File: src/rtl/sldio_consts.vh
// constants for the six-line digital i/o port
// assumes a 100 mhz ref_clk and a 32-bit avalon-mm slave with waitrequest
`ifndef SLDIO_CONSTS_VH
`define SLDIO_CONSTS_VH

// ----------------------------------------------------------------
// line functions
// ----------------------------------------------------------------
`define SLDIO_FN_AUTO        2'h0
`define SLDIO_FN_OUT_HIGH    2'h1
`define SLDIO_FN_OUT_LOW     2'h2
`define SLDIO_FN_IN          2'h3
`define SLDIO_FN_RESET       12'hfc0

// ----------------------------------------------------------------
// edge sensitivity
// ----------------------------------------------------------------
`define SLDIO_EDGE_FALL      2'h0
`define SLDIO_EDGE_RISE      2'h1
`define SLDIO_EDGE_BOTH      2'h2

// ----------------------------------------------------------------
// register word offsets (byte address / 4)
// ----------------------------------------------------------------
`define SLDIO_REG_FUNC       4'h0
`define SLDIO_REG_EDGE       4'h1
`define SLDIO_REG_RDREQ      4'h2
`define SLDIO_REG_RDDATA     4'h3
`define SLDIO_REG_STATUS     4'h4
`define SLDIO_REG_MASK       4'h5
`define SLDIO_REG_ERRCODE    4'h6
`define SLDIO_REG_LEVELS     4'h7

// ----------------------------------------------------------------
// status bits
// ----------------------------------------------------------------
`define SLDIO_ST_TRIG        0
`define SLDIO_ST_ERR         1
`define SLDIO_ST_DONE        2
`define SLDIO_ST_PROT        3
`define SLDIO_ST_W           4

// ----------------------------------------------------------------
// read data fields
// ----------------------------------------------------------------
`define SLDIO_RD_VALID       8
`define SLDIO_ERR_NOT_INPUT  16'h01fc

// ----------------------------------------------------------------
// timing
// ----------------------------------------------------------------
`define SLDIO_CLK_MHZ        100
`define SLDIO_PULSE_US       10
`define SLDIO_PULSE_CYC      (`SLDIO_PULSE_US * `SLDIO_CLK_MHZ)
`define SLDIO_CNT_W          11

`endif

File: src/rtl/sldio_port.v
// six-line digital i/o port with avalon-mm register slave
// assumes one 100 mhz clock, synchronous active-high reset
//
// Chosen here: the register offsets and the Avalon-MM slave port.
`timescale 1ns/100ps
`include "sldio_consts.vh"
module sldio_port #(
    parameter NLINES = 6
) (
    // clock and reset
    input  wire                 ref_clk,
    input  wire                 reset,
    // avalon-mm slave
    input  wire [3:0]           avs_address,
    input  wire                 avs_read,
    input  wire                 avs_write,
    input  wire [31:0]          avs_writedata,
    input  wire [3:0]           avs_byteenable,
    output reg  [31:0]          avs_readdata,
    output wire                 avs_waitrequest,
    // instrument events
    input  wire                 meas_settled,
    input  wire                 overvoltage_trip,
    input  wire                 overcurrent_trip,
    input  wire                 overtemp_trip,
    input  wire                 sense_reversed,
    output reg                  trigger_pulse_r,
    // digital lines
    input  wire [NLINES-1:0]    line_in,
    output reg  [NLINES-1:0]    line_out_r,
    output reg  [NLINES-1:0]    line_oe_r,
    // interrupt
    output wire                 irq
);

// ----------------------------------------------------------------
// declarations
// ----------------------------------------------------------------
reg  [2*NLINES-1:0]      func_r;
reg  [1:0]               edge_sel_r;
reg  [7:0]               rddata_r;
reg  [`SLDIO_ST_W-1:0]   status_r;
reg  [`SLDIO_ST_W-1:0]   mask_r;
reg  [15:0]              errcode_r;
reg                      ack_r;
reg                      lvl1_prev_r;
reg  [`SLDIO_CNT_W-1:0]  done_cnt_r;
reg  [`SLDIO_CNT_W-1:0]  prot_cnt_r;
reg                      settled_prev_r;
reg                      prot_prev_r;
reg  [`SLDIO_ST_W-1:0]   status_nxt;
reg  [`SLDIO_ST_W-1:0]   events;
reg  [31:0]              rd_mux;
reg  [7:0]               rddata_nxt;
reg                      rd_err;
reg  [NLINES-1:0]        out_nxt;
reg  [NLINES-1:0]        oe_nxt;
wire [NLINES-1:0]        level;
wire                     any_protection_trip;
wire                     fire_done;
wire                     fire_prot;
wire                     trig_hit;
wire                     wr_acc;
wire                     rd_load;
wire [`SLDIO_CNT_W-1:0]  pulse_load;
integer                  i;

localparam [`SLDIO_CNT_W-1:0] PULSE_CYC = `SLDIO_PULSE_CYC;

assign pulse_load = PULSE_CYC;

// ----------------------------------------------------------------
// helpers
// ----------------------------------------------------------------
function [1:0] fn_of;
    input [2*NLINES-1:0] f;
    input integer        n;
    begin
        fn_of = f[2*n +: 2];
    end
endfunction

function [`SLDIO_CNT_W-1:0] cnt_step;
    input                     fire;
    input [`SLDIO_CNT_W-1:0]  cnt;
    input [`SLDIO_CNT_W-1:0]  load;
    begin
        if (fire) begin
            cnt_step = load;
        end else if (cnt != {`SLDIO_CNT_W{1'b0}}) begin
            cnt_step = cnt - 1'b1;
        end else begin
            cnt_step = cnt;
        end
    end
endfunction

// ----------------------------------------------------------------
// input synchronisers
// ----------------------------------------------------------------
genvar g;
generate
    for (g = 0; g < NLINES; g = g + 1) begin : g_sync
        sldio_sync #(
            .RST_VAL (1'b0)
        ) u_sync (
            .ref_clk (ref_clk),
            .reset   (reset),
            .pin_in  (line_in[g]),
            .level_r (level[g])
        );
    end
endgenerate

// ----------------------------------------------------------------
// bus handshake
// ----------------------------------------------------------------
assign avs_waitrequest = (avs_read | avs_write) & ~ack_r;
assign wr_acc          = avs_write & ack_r;
assign rd_load         = avs_read & ~ack_r;

// ----------------------------------------------------------------
// automatic functions
// ----------------------------------------------------------------
assign any_protection_trip = overvoltage_trip | overcurrent_trip
                           | overtemp_trip | sense_reversed;
assign fire_done = meas_settled & ~settled_prev_r;
assign fire_prot = any_protection_trip & ~prot_prev_r;

// line 1 trigger, only when automatic
assign trig_hit = (fn_of(func_r, 0) == `SLDIO_FN_AUTO) & (
                  ((edge_sel_r != `SLDIO_EDGE_RISE) & lvl1_prev_r & ~level[0]) |
                  ((edge_sel_r != `SLDIO_EDGE_FALL) & ~lvl1_prev_r & level[0]));

// ----------------------------------------------------------------
// pin drive
// ----------------------------------------------------------------
always @* begin
    out_nxt = {NLINES{1'b0}};
    oe_nxt  = {NLINES{1'b0}};
    for (i = 0; i < NLINES; i = i + 1) begin
        case (fn_of(func_r, i))
            `SLDIO_FN_OUT_HIGH: begin
                out_nxt[i] = 1'b1;
                oe_nxt[i]  = 1'b1;
            end
            `SLDIO_FN_OUT_LOW: begin
                out_nxt[i] = 1'b0;
                oe_nxt[i]  = 1'b1;
            end
            `SLDIO_FN_IN: begin
                oe_nxt[i] = 1'b0;
            end
            default: begin
                // automatic: only lines 2 and 3 drive
                if (i == 1) begin
                    out_nxt[i] = (done_cnt_r != {`SLDIO_CNT_W{1'b0}});
                    oe_nxt[i]  = 1'b1;
                end else if (i == 2) begin
                    out_nxt[i] = (prot_cnt_r != {`SLDIO_CNT_W{1'b0}});
                    oe_nxt[i]  = 1'b1;
                end else begin
                    oe_nxt[i] = 1'b0;
                end
            end
        endcase
    end
end

// ----------------------------------------------------------------
// readback request and events
// ----------------------------------------------------------------
always @* begin
    rddata_nxt = rddata_r;
    rd_err     = 1'b0;
    if (wr_acc && avs_address == `SLDIO_REG_RDREQ && avs_byteenable[0]) begin
        if (avs_writedata[2:0] < NLINES &&
            fn_of(func_r, avs_writedata[2:0]) == `SLDIO_FN_IN) begin
            rddata_nxt = {6'h00, 1'b1, level[avs_writedata[2:0]]};
        end else begin
            rddata_nxt = 8'h00;
            rd_err     = 1'b1;
        end
    end
    events = {`SLDIO_ST_W{1'b0}};
    events[`SLDIO_ST_TRIG] = trig_hit;
    events[`SLDIO_ST_ERR]  = rd_err;
    events[`SLDIO_ST_DONE] = fire_done;
    events[`SLDIO_ST_PROT] = fire_prot;
    status_nxt = status_r;
    if (wr_acc && avs_address == `SLDIO_REG_STATUS && avs_byteenable[0]) begin
        status_nxt = status_r & ~avs_writedata[`SLDIO_ST_W-1:0];
    end
    status_nxt = status_nxt | events; // set wins over clear
end

// ----------------------------------------------------------------
// read mux
// ----------------------------------------------------------------
always @* begin
    rd_mux = 32'h0000_0000;
    case (avs_address)
        `SLDIO_REG_FUNC:    rd_mux[2*NLINES-1:0] = func_r;
        `SLDIO_REG_EDGE:    rd_mux[1:0] = edge_sel_r;
        `SLDIO_REG_RDDATA:  rd_mux[7:0] = rddata_r;
        `SLDIO_REG_STATUS:  rd_mux[`SLDIO_ST_W-1:0] = status_r;
        `SLDIO_REG_MASK:    rd_mux[`SLDIO_ST_W-1:0] = mask_r;
        `SLDIO_REG_ERRCODE: rd_mux[15:0] = errcode_r;
        `SLDIO_REG_LEVELS:  rd_mux[NLINES-1:0] = level;
        default:            rd_mux = 32'h0000_0000;
    endcase
end

assign irq = |(status_r & mask_r);

// ----------------------------------------------------------------
// registers
// ----------------------------------------------------------------
// bus handshake and read data
// ----------------------------------------------------------------
always @(posedge ref_clk) begin
    if (reset) begin
        ack_r        <= 1'b0;
        avs_readdata <= 32'h0000_0000;
    end else begin
        ack_r <= (avs_read | avs_write) & ~ack_r;
        if (rd_load) begin
            // loaded in the wait cycle so it stands at the accept edge
            avs_readdata <= rd_mux;
        end
    end
end

// ----------------------------------------------------------------
// edge history
// ----------------------------------------------------------------
always @(posedge ref_clk) begin
    if (reset) begin
        lvl1_prev_r    <= 1'b0;
        settled_prev_r <= 1'b0;
        prot_prev_r    <= 1'b0;
    end else begin
        lvl1_prev_r    <= level[0];
        settled_prev_r <= meas_settled;
        prot_prev_r    <= any_protection_trip;
    end
end

// ----------------------------------------------------------------
// line 2 pulse counter
// ----------------------------------------------------------------
always @(posedge ref_clk) begin
    if (reset) begin
        done_cnt_r <= {`SLDIO_CNT_W{1'b0}};
    end else begin
        done_cnt_r <= cnt_step(fire_done, done_cnt_r, pulse_load);
    end
end

// ----------------------------------------------------------------
// line 3 pulse counter
// ----------------------------------------------------------------
always @(posedge ref_clk) begin
    if (reset) begin
        prot_cnt_r <= {`SLDIO_CNT_W{1'b0}};
    end else begin
        prot_cnt_r <= cnt_step(fire_prot, prot_cnt_r, pulse_load);
    end
end

// ----------------------------------------------------------------
// line 1 trigger strobe
// ----------------------------------------------------------------
always @(posedge ref_clk) begin
    if (reset) begin
        trigger_pulse_r <= 1'b0;
    end else begin
        trigger_pulse_r <= trig_hit;
    end
end

// ----------------------------------------------------------------
// pin drive registers
// ----------------------------------------------------------------
always @(posedge ref_clk) begin
    if (reset) begin
        line_out_r <= {NLINES{1'b0}};
        line_oe_r  <= {NLINES{1'b0}};
    end else begin
        line_out_r <= out_nxt;
        line_oe_r  <= oe_nxt;
    end
end

// ----------------------------------------------------------------
// status, readback and error code
// ----------------------------------------------------------------
always @(posedge ref_clk) begin
    if (reset) begin
        status_r  <= {`SLDIO_ST_W{1'b0}};
        rddata_r  <= 8'h00;
        errcode_r <= 16'h0000;
    end else begin
        status_r <= status_nxt;
        rddata_r <= rddata_nxt;
        if (rd_err) begin
            errcode_r <= `SLDIO_ERR_NOT_INPUT;
        end else if (wr_acc && avs_address == `SLDIO_REG_ERRCODE && avs_byteenable[0]) begin
            errcode_r <= 16'h0000;
        end
    end
end

// ----------------------------------------------------------------
// configuration registers
// ----------------------------------------------------------------
always @(posedge ref_clk) begin
    if (reset) begin
        func_r     <= `SLDIO_FN_RESET;
        edge_sel_r <= `SLDIO_EDGE_FALL;
        mask_r     <= {`SLDIO_ST_W{1'b0}};
    end else if (wr_acc) begin
        case (avs_address)
            `SLDIO_REG_FUNC: begin
                if (avs_byteenable[0]) begin
                    func_r[7:0] <= avs_writedata[7:0];
                end
                if (avs_byteenable[1]) begin
                    func_r[2*NLINES-1:8] <= avs_writedata[2*NLINES-1:8];
                end
            end
            `SLDIO_REG_EDGE: begin
                if (avs_byteenable[0]) begin
                    edge_sel_r <= avs_writedata[1:0];
                end
            end
            `SLDIO_REG_MASK: begin
                if (avs_byteenable[0]) begin
                    mask_r <= avs_writedata[`SLDIO_ST_W-1:0];
                end
            end
            default: begin
                mask_r <= mask_r;
            end
        endcase
    end
end

endmodule

File: src/rtl/sldio_sync.v
// three-flop synchroniser with agreement filter for one pin
// assumes the pin is asynchronous to ref_clk
`timescale 1ns/100ps
module sldio_sync #(
    parameter RST_VAL = 1'b0
) (
    // clock and reset
    input  wire ref_clk,
    input  wire reset,
    // pin and result
    input  wire pin_in,
    output reg  level_r
);

reg  s1_r;
reg  s2_r;
reg  s3_r;

// ----------------------------------------------------------------
// chain; the first stage feeds only the second
// ----------------------------------------------------------------
always @(posedge ref_clk) begin
    if (reset) begin
        s1_r    <= RST_VAL;
        s2_r    <= RST_VAL;
        s3_r    <= RST_VAL;
        level_r <= RST_VAL;
    end else begin
        s1_r <= pin_in;
        s2_r <= s1_r;
        s3_r <= s2_r;
        if (s2_r == s3_r) begin
            level_r <= s3_r;
        end
    end
end

endmodule

File: config.mk
export PLATFORM = sky130hd
export DESIGN_NAME = sldio_port
export DESIGN_NICKNAME = d
export VERILOG_FILES = /design/src/rtl/sldio_port.v /design/src/rtl/sldio_sync.v
export VERILOG_INCLUDE_DIRS = /design/src /design/src/rtl
export SDC_FILE = /design/constraint.sdc
export NUM_CORES = 1
export LEC_CHECK = 0
export ABC_CLOCK_PERIOD_IN_PS = 3740
export BUFFER_PORTS_ARGS = -buffer_cell sky130_fd_sc_hd__buf_4
export CAP_MARGIN = 40
export CORE_MARGIN = 4
export CORE_UTILIZATION = 57
export CTS_CLUSTER_DIAMETER = 150
export DETAILED_ROUTE_END_ITERATION = 10
export PLACE_DENSITY = 0.82
export SETUP_SLACK_MARGIN = 0.3
export SYNTH_ARGS = -nofsm -noshare
export SYNTH_HDL_FRONTEND = slang
export SYNTH_SLANG_ARGS = --single-unit
File: constraint.sdc
create_clock -name ref_clk -period 3.74 [get_ports ref_clk]
set_clock_uncertainty 0.15 [all_clocks]
set_input_delay 0.935 -clock ref_clk [delete_from_list [all_inputs] [get_ports ref_clk]]
set_output_delay 0.935 -clock ref_clk [all_outputs]
set_load 0.05 [all_outputs]
==> impl_metrics.tcl <==
set metrics [dict create \
    status "complete, no violations" \
    crit_slowest_cell "buf_4" \
    netlist_instances 465 \
    power_leakage_nw 1.99 \
    yosysSeqAreaShare_pct 46.8 \
    syn_area_mm2 0.00428 \
    syn_area_per_cell_um2 9.21 \
    fp-row-count 31 \
    root_buffer "clkbuf_8" \
    worst_setup_path_end_kind "output pin" \
    fin_tns_setup_ns 0 \
    slew_headroom_pct 46.2 \
    ctsHoldBuffers 0 \
    finalNetCount 576 \
    synth.distinct_cells 62 \
    critPathTopFamily "buffers and inverters" \
    cts_buffers 9 \
    place_area_mm2 0.00470 \
    chipWidth_um 94.7 \
    cts_tree "built" \
    grt_pass1_wl_mm 14.7 \
    slew_violations 0 \
    max_stage_delay_ns 0.19 \
    post_drt_wl_per_cell_um 14.5 \
    async_flop_share_pct 0 \
    areaGrowthSynthToFinish_pct 14.6 \
    htree_levels 3 \
    wl_mm 8.97 \
    core_area_mm2 0.00729 \
    rsz0062_at_grt "no" \
    die_y_um 94.7 \
    path_buf_inv 2 \
    cp_cell_sequence "buf_4, nor2_1, nor2_1, buf_4" \
    clkTransAtPathRegs_ns 0.10 \
    worst_hold_path_type "register to register" \
    synth_ff_type "dfxtp_1" \
    grt_overflow 0 \
    final_area_mm2 0.00491 \
    io_buffers 59 \
    drive_gt1_share_pct 17.2 \
    post-cts-setup-buffers 0 \
    fin_crit_ns 2.53 \
    min_period_over_period_pct 67.7 \
    via_per_inst 5.55 \
    fin_util_pct 67.3 \
    fillers 595 \
    cp.arrival_ns 1.45 \
    grt_usage_pct 20.8 \
    grt_max_degree 47 \
    start_kind "input port" \
    drtAntennaViolNets 0 \
    dieArea_mm2 0.00896 \
    start_util_pct 58.7 \
    synth-seq-cells 100 \
    irDropWorstVdd_mv 0.265 \
    remaining_drc_errors 0 \
    clock_sinks 100 \
    vias 3424 \
    antenna_found_initial 0 \
    fmax_mhz 395 \
    cap_violations 0 \
    post_cts_resized 0 \
    first_pass_iters 4 \
    pin_count 102 \
    grt_pass1_vias 3238 \
    first_iter_violations 158 \
    required_ns 2.65 \
    dp_hpwl_mm 6.37 \
    finalSetupViolCount 0 \
    yosysWarningCount 0 \
    worstMarginPinSlew_ns 0.799 \
    critical_path_class "input port to output pin" \
    diodes 0 \
    clock_path_buffers 2 \
    finalWeightedCongestion 0.907 \
    p_per_area_mw_per_mm2 452 \
    synth-edff-count 0 \
    clkLatencyLatePin_ns 0.37 \
    finalHoldViolCount 0 \
    path_max_fanout 4 \
]
==> logic make-up after synthesis <==
family	Yosys count	synth area share, %
multiplexers	23	6.02
flip-flops	100	46.8
buffers and inverters	59	7.04
XOR/XNOR	6	1.23
other	1	0.0876
AND/OR/NAND/NOR	163	20.5
AO/OA/AOI/OAI	105	16.0
adder cells (fa/ha/maj)	8	2.34
==> report_power, final <==
part / total (mW) / switching, mW / internal [mW]
clock: 0.723 / 0.396 / 0.327
sequential: 1.15 / 0.0421 / 1.11
combinational: 0.343 / 0.221 / 0.121
==> final timing paths <==
check / to / cells past startpoint / slack (ns) / start
min reg2reg: g_sync[0].u_sync.s2_r / 1 / 0.29 / g_sync[0].u_sync.s1_r
min: g_sync[0].u_sync.s2_r / 1 / 0.29 / g_sync[0].u_sync.s1_r
max reg2reg: prot_cnt_r[5] / 4 / 1.65 / prot_cnt_r[6]
max: avs_waitrequest / 4 / 1.21 / avs_write
==> registers in the layout, summed over array words and instances (netlist names), 2 cells and up <==
signal and cells:
rddata_r 2, g_sync.u_sync.level_r 6, mask_r 4, g_sync.u_sync.s1_r 6, func_r 12, done_cnt_r 11
line_oe_r 6, edge_sel_r 2, g_sync.u_sync.s2_r 6, line_out_r 6, status_r 4, prot_cnt_r 11
g_sync.u_sync.s3_r 6, avs_readdata 12
==> through the flow <==
step | cells | power, mW | hold WS (ns) | setup slack (ns)
2_1_floorplan | 484 | 1.44 | 0.264 | 1.04
3_3_place_gp | 601 | 1.50 | 0.268 | 1.01
3_5_place_dp | 601 | 1.52 | 0.273 | 0.953
4_1_cts | 617 | 2.23 | 0.298 | 1.21
5_1_grt | 617 | 2.32 | 0.316 | 1.18
6_report | 617 | 2.22 | 0.295 | 1.21
==> cells in the final DEF (no fill, tap or decap), types with 4 or more instances in the layout <==
cell and n:
nor2_1 39, o21ai_0 17, nor3_1 11, nand2b_1 7, a31oi_1 11, nand4_1 6
nor4_1 4, o31ai_1 6, nand2_1 28, mux2i_1 19, a211oi_1 4, ha_1 8
nand3_1 13, conb_1 20, dfxtp_1 100, o211ai_1 8, a21oi_1 31, buf_4 62
inv_1 15, nor2b_1 29, clkbuf_8 9
==> cell usage after synthesis (all sizes together) (2+ instances only) <==
| cell type | number | area share [%] |
|---|---|---|
| buf | 28 | 4.3 |
| a22oi | 3 | 0.53 |
| o31ai | 6 | 1.1 |
| a21oi | 31 | 3.6 |
| mux2 | 2 | 0.53 |
| mux2i | 19 | 4.4 |
| nand3 | 13 | 1.5 |
| ha | 8 | 2.3 |
| nor2b | 29 | 4.2 |
| and4 | 3 | 0.61 |
| a31oi | 11 | 1.6 |
| a211oi | 5 | 0.99 |
| xnor2 | 3 | 0.61 |
| nand2 | 28 | 2.5 |
| nand2b | 7 | 1.0 |
| nor4 | 5 | 1.1 |
| inv | 15 | 1.3 |
| nand4 | 6 | 0.88 |
| o311ai | 3 | 0.61 |
| or4 | 3 | 0.53 |
| and3 | 2 | 0.29 |
| a32o | 2 | 0.47 |
| nor2 | 39 | 3.4 |
| nor3 | 11 | 1.3 |
| o21ai | 17 | 2.0 |
| and2 | 2 | 0.29 |
| o211ai | 8 | 1.4 |
| nand3b | 3 | 0.53 |
| a32oi | 2 | 0.41 |
| mux4 | 2 | 1.1 |
| a22o | 3 | 0.61 |
| dfxtp | 100 | 47 |
| or3 | 5 | 0.91 |
| a21boi | 2 | 0.35 |
| clkbuf | 16 | 1.4 |
| xor2 | 3 | 0.61 |
==> metal layers <==
layer	vias to the layer above	global-route usage, %	wire [um]
li1	1717	-	-
met1	1566	25.6	3930
met2	124	34.5	4290
met3	17	4.78	581
met4	0	9.38	171
met5	-	0	0
==> area by class of cell <==
cell class / count / area [um2] / share of cell area (%)
clock inverter: 7 / 87.6 / 1.78
clock buffer: 9 / 124 / 2.52
timing repair buffer: 62 / 465 / 9.48
multi-input combinational: 325 / 2050 / 41.7
sequential: 100 / 2000 / 40.8
inverter: 15 / 56.3 / 1.15
tap: 99 / 124 / 2.52
No activity file was read; power rests on OpenSTA's default activity.
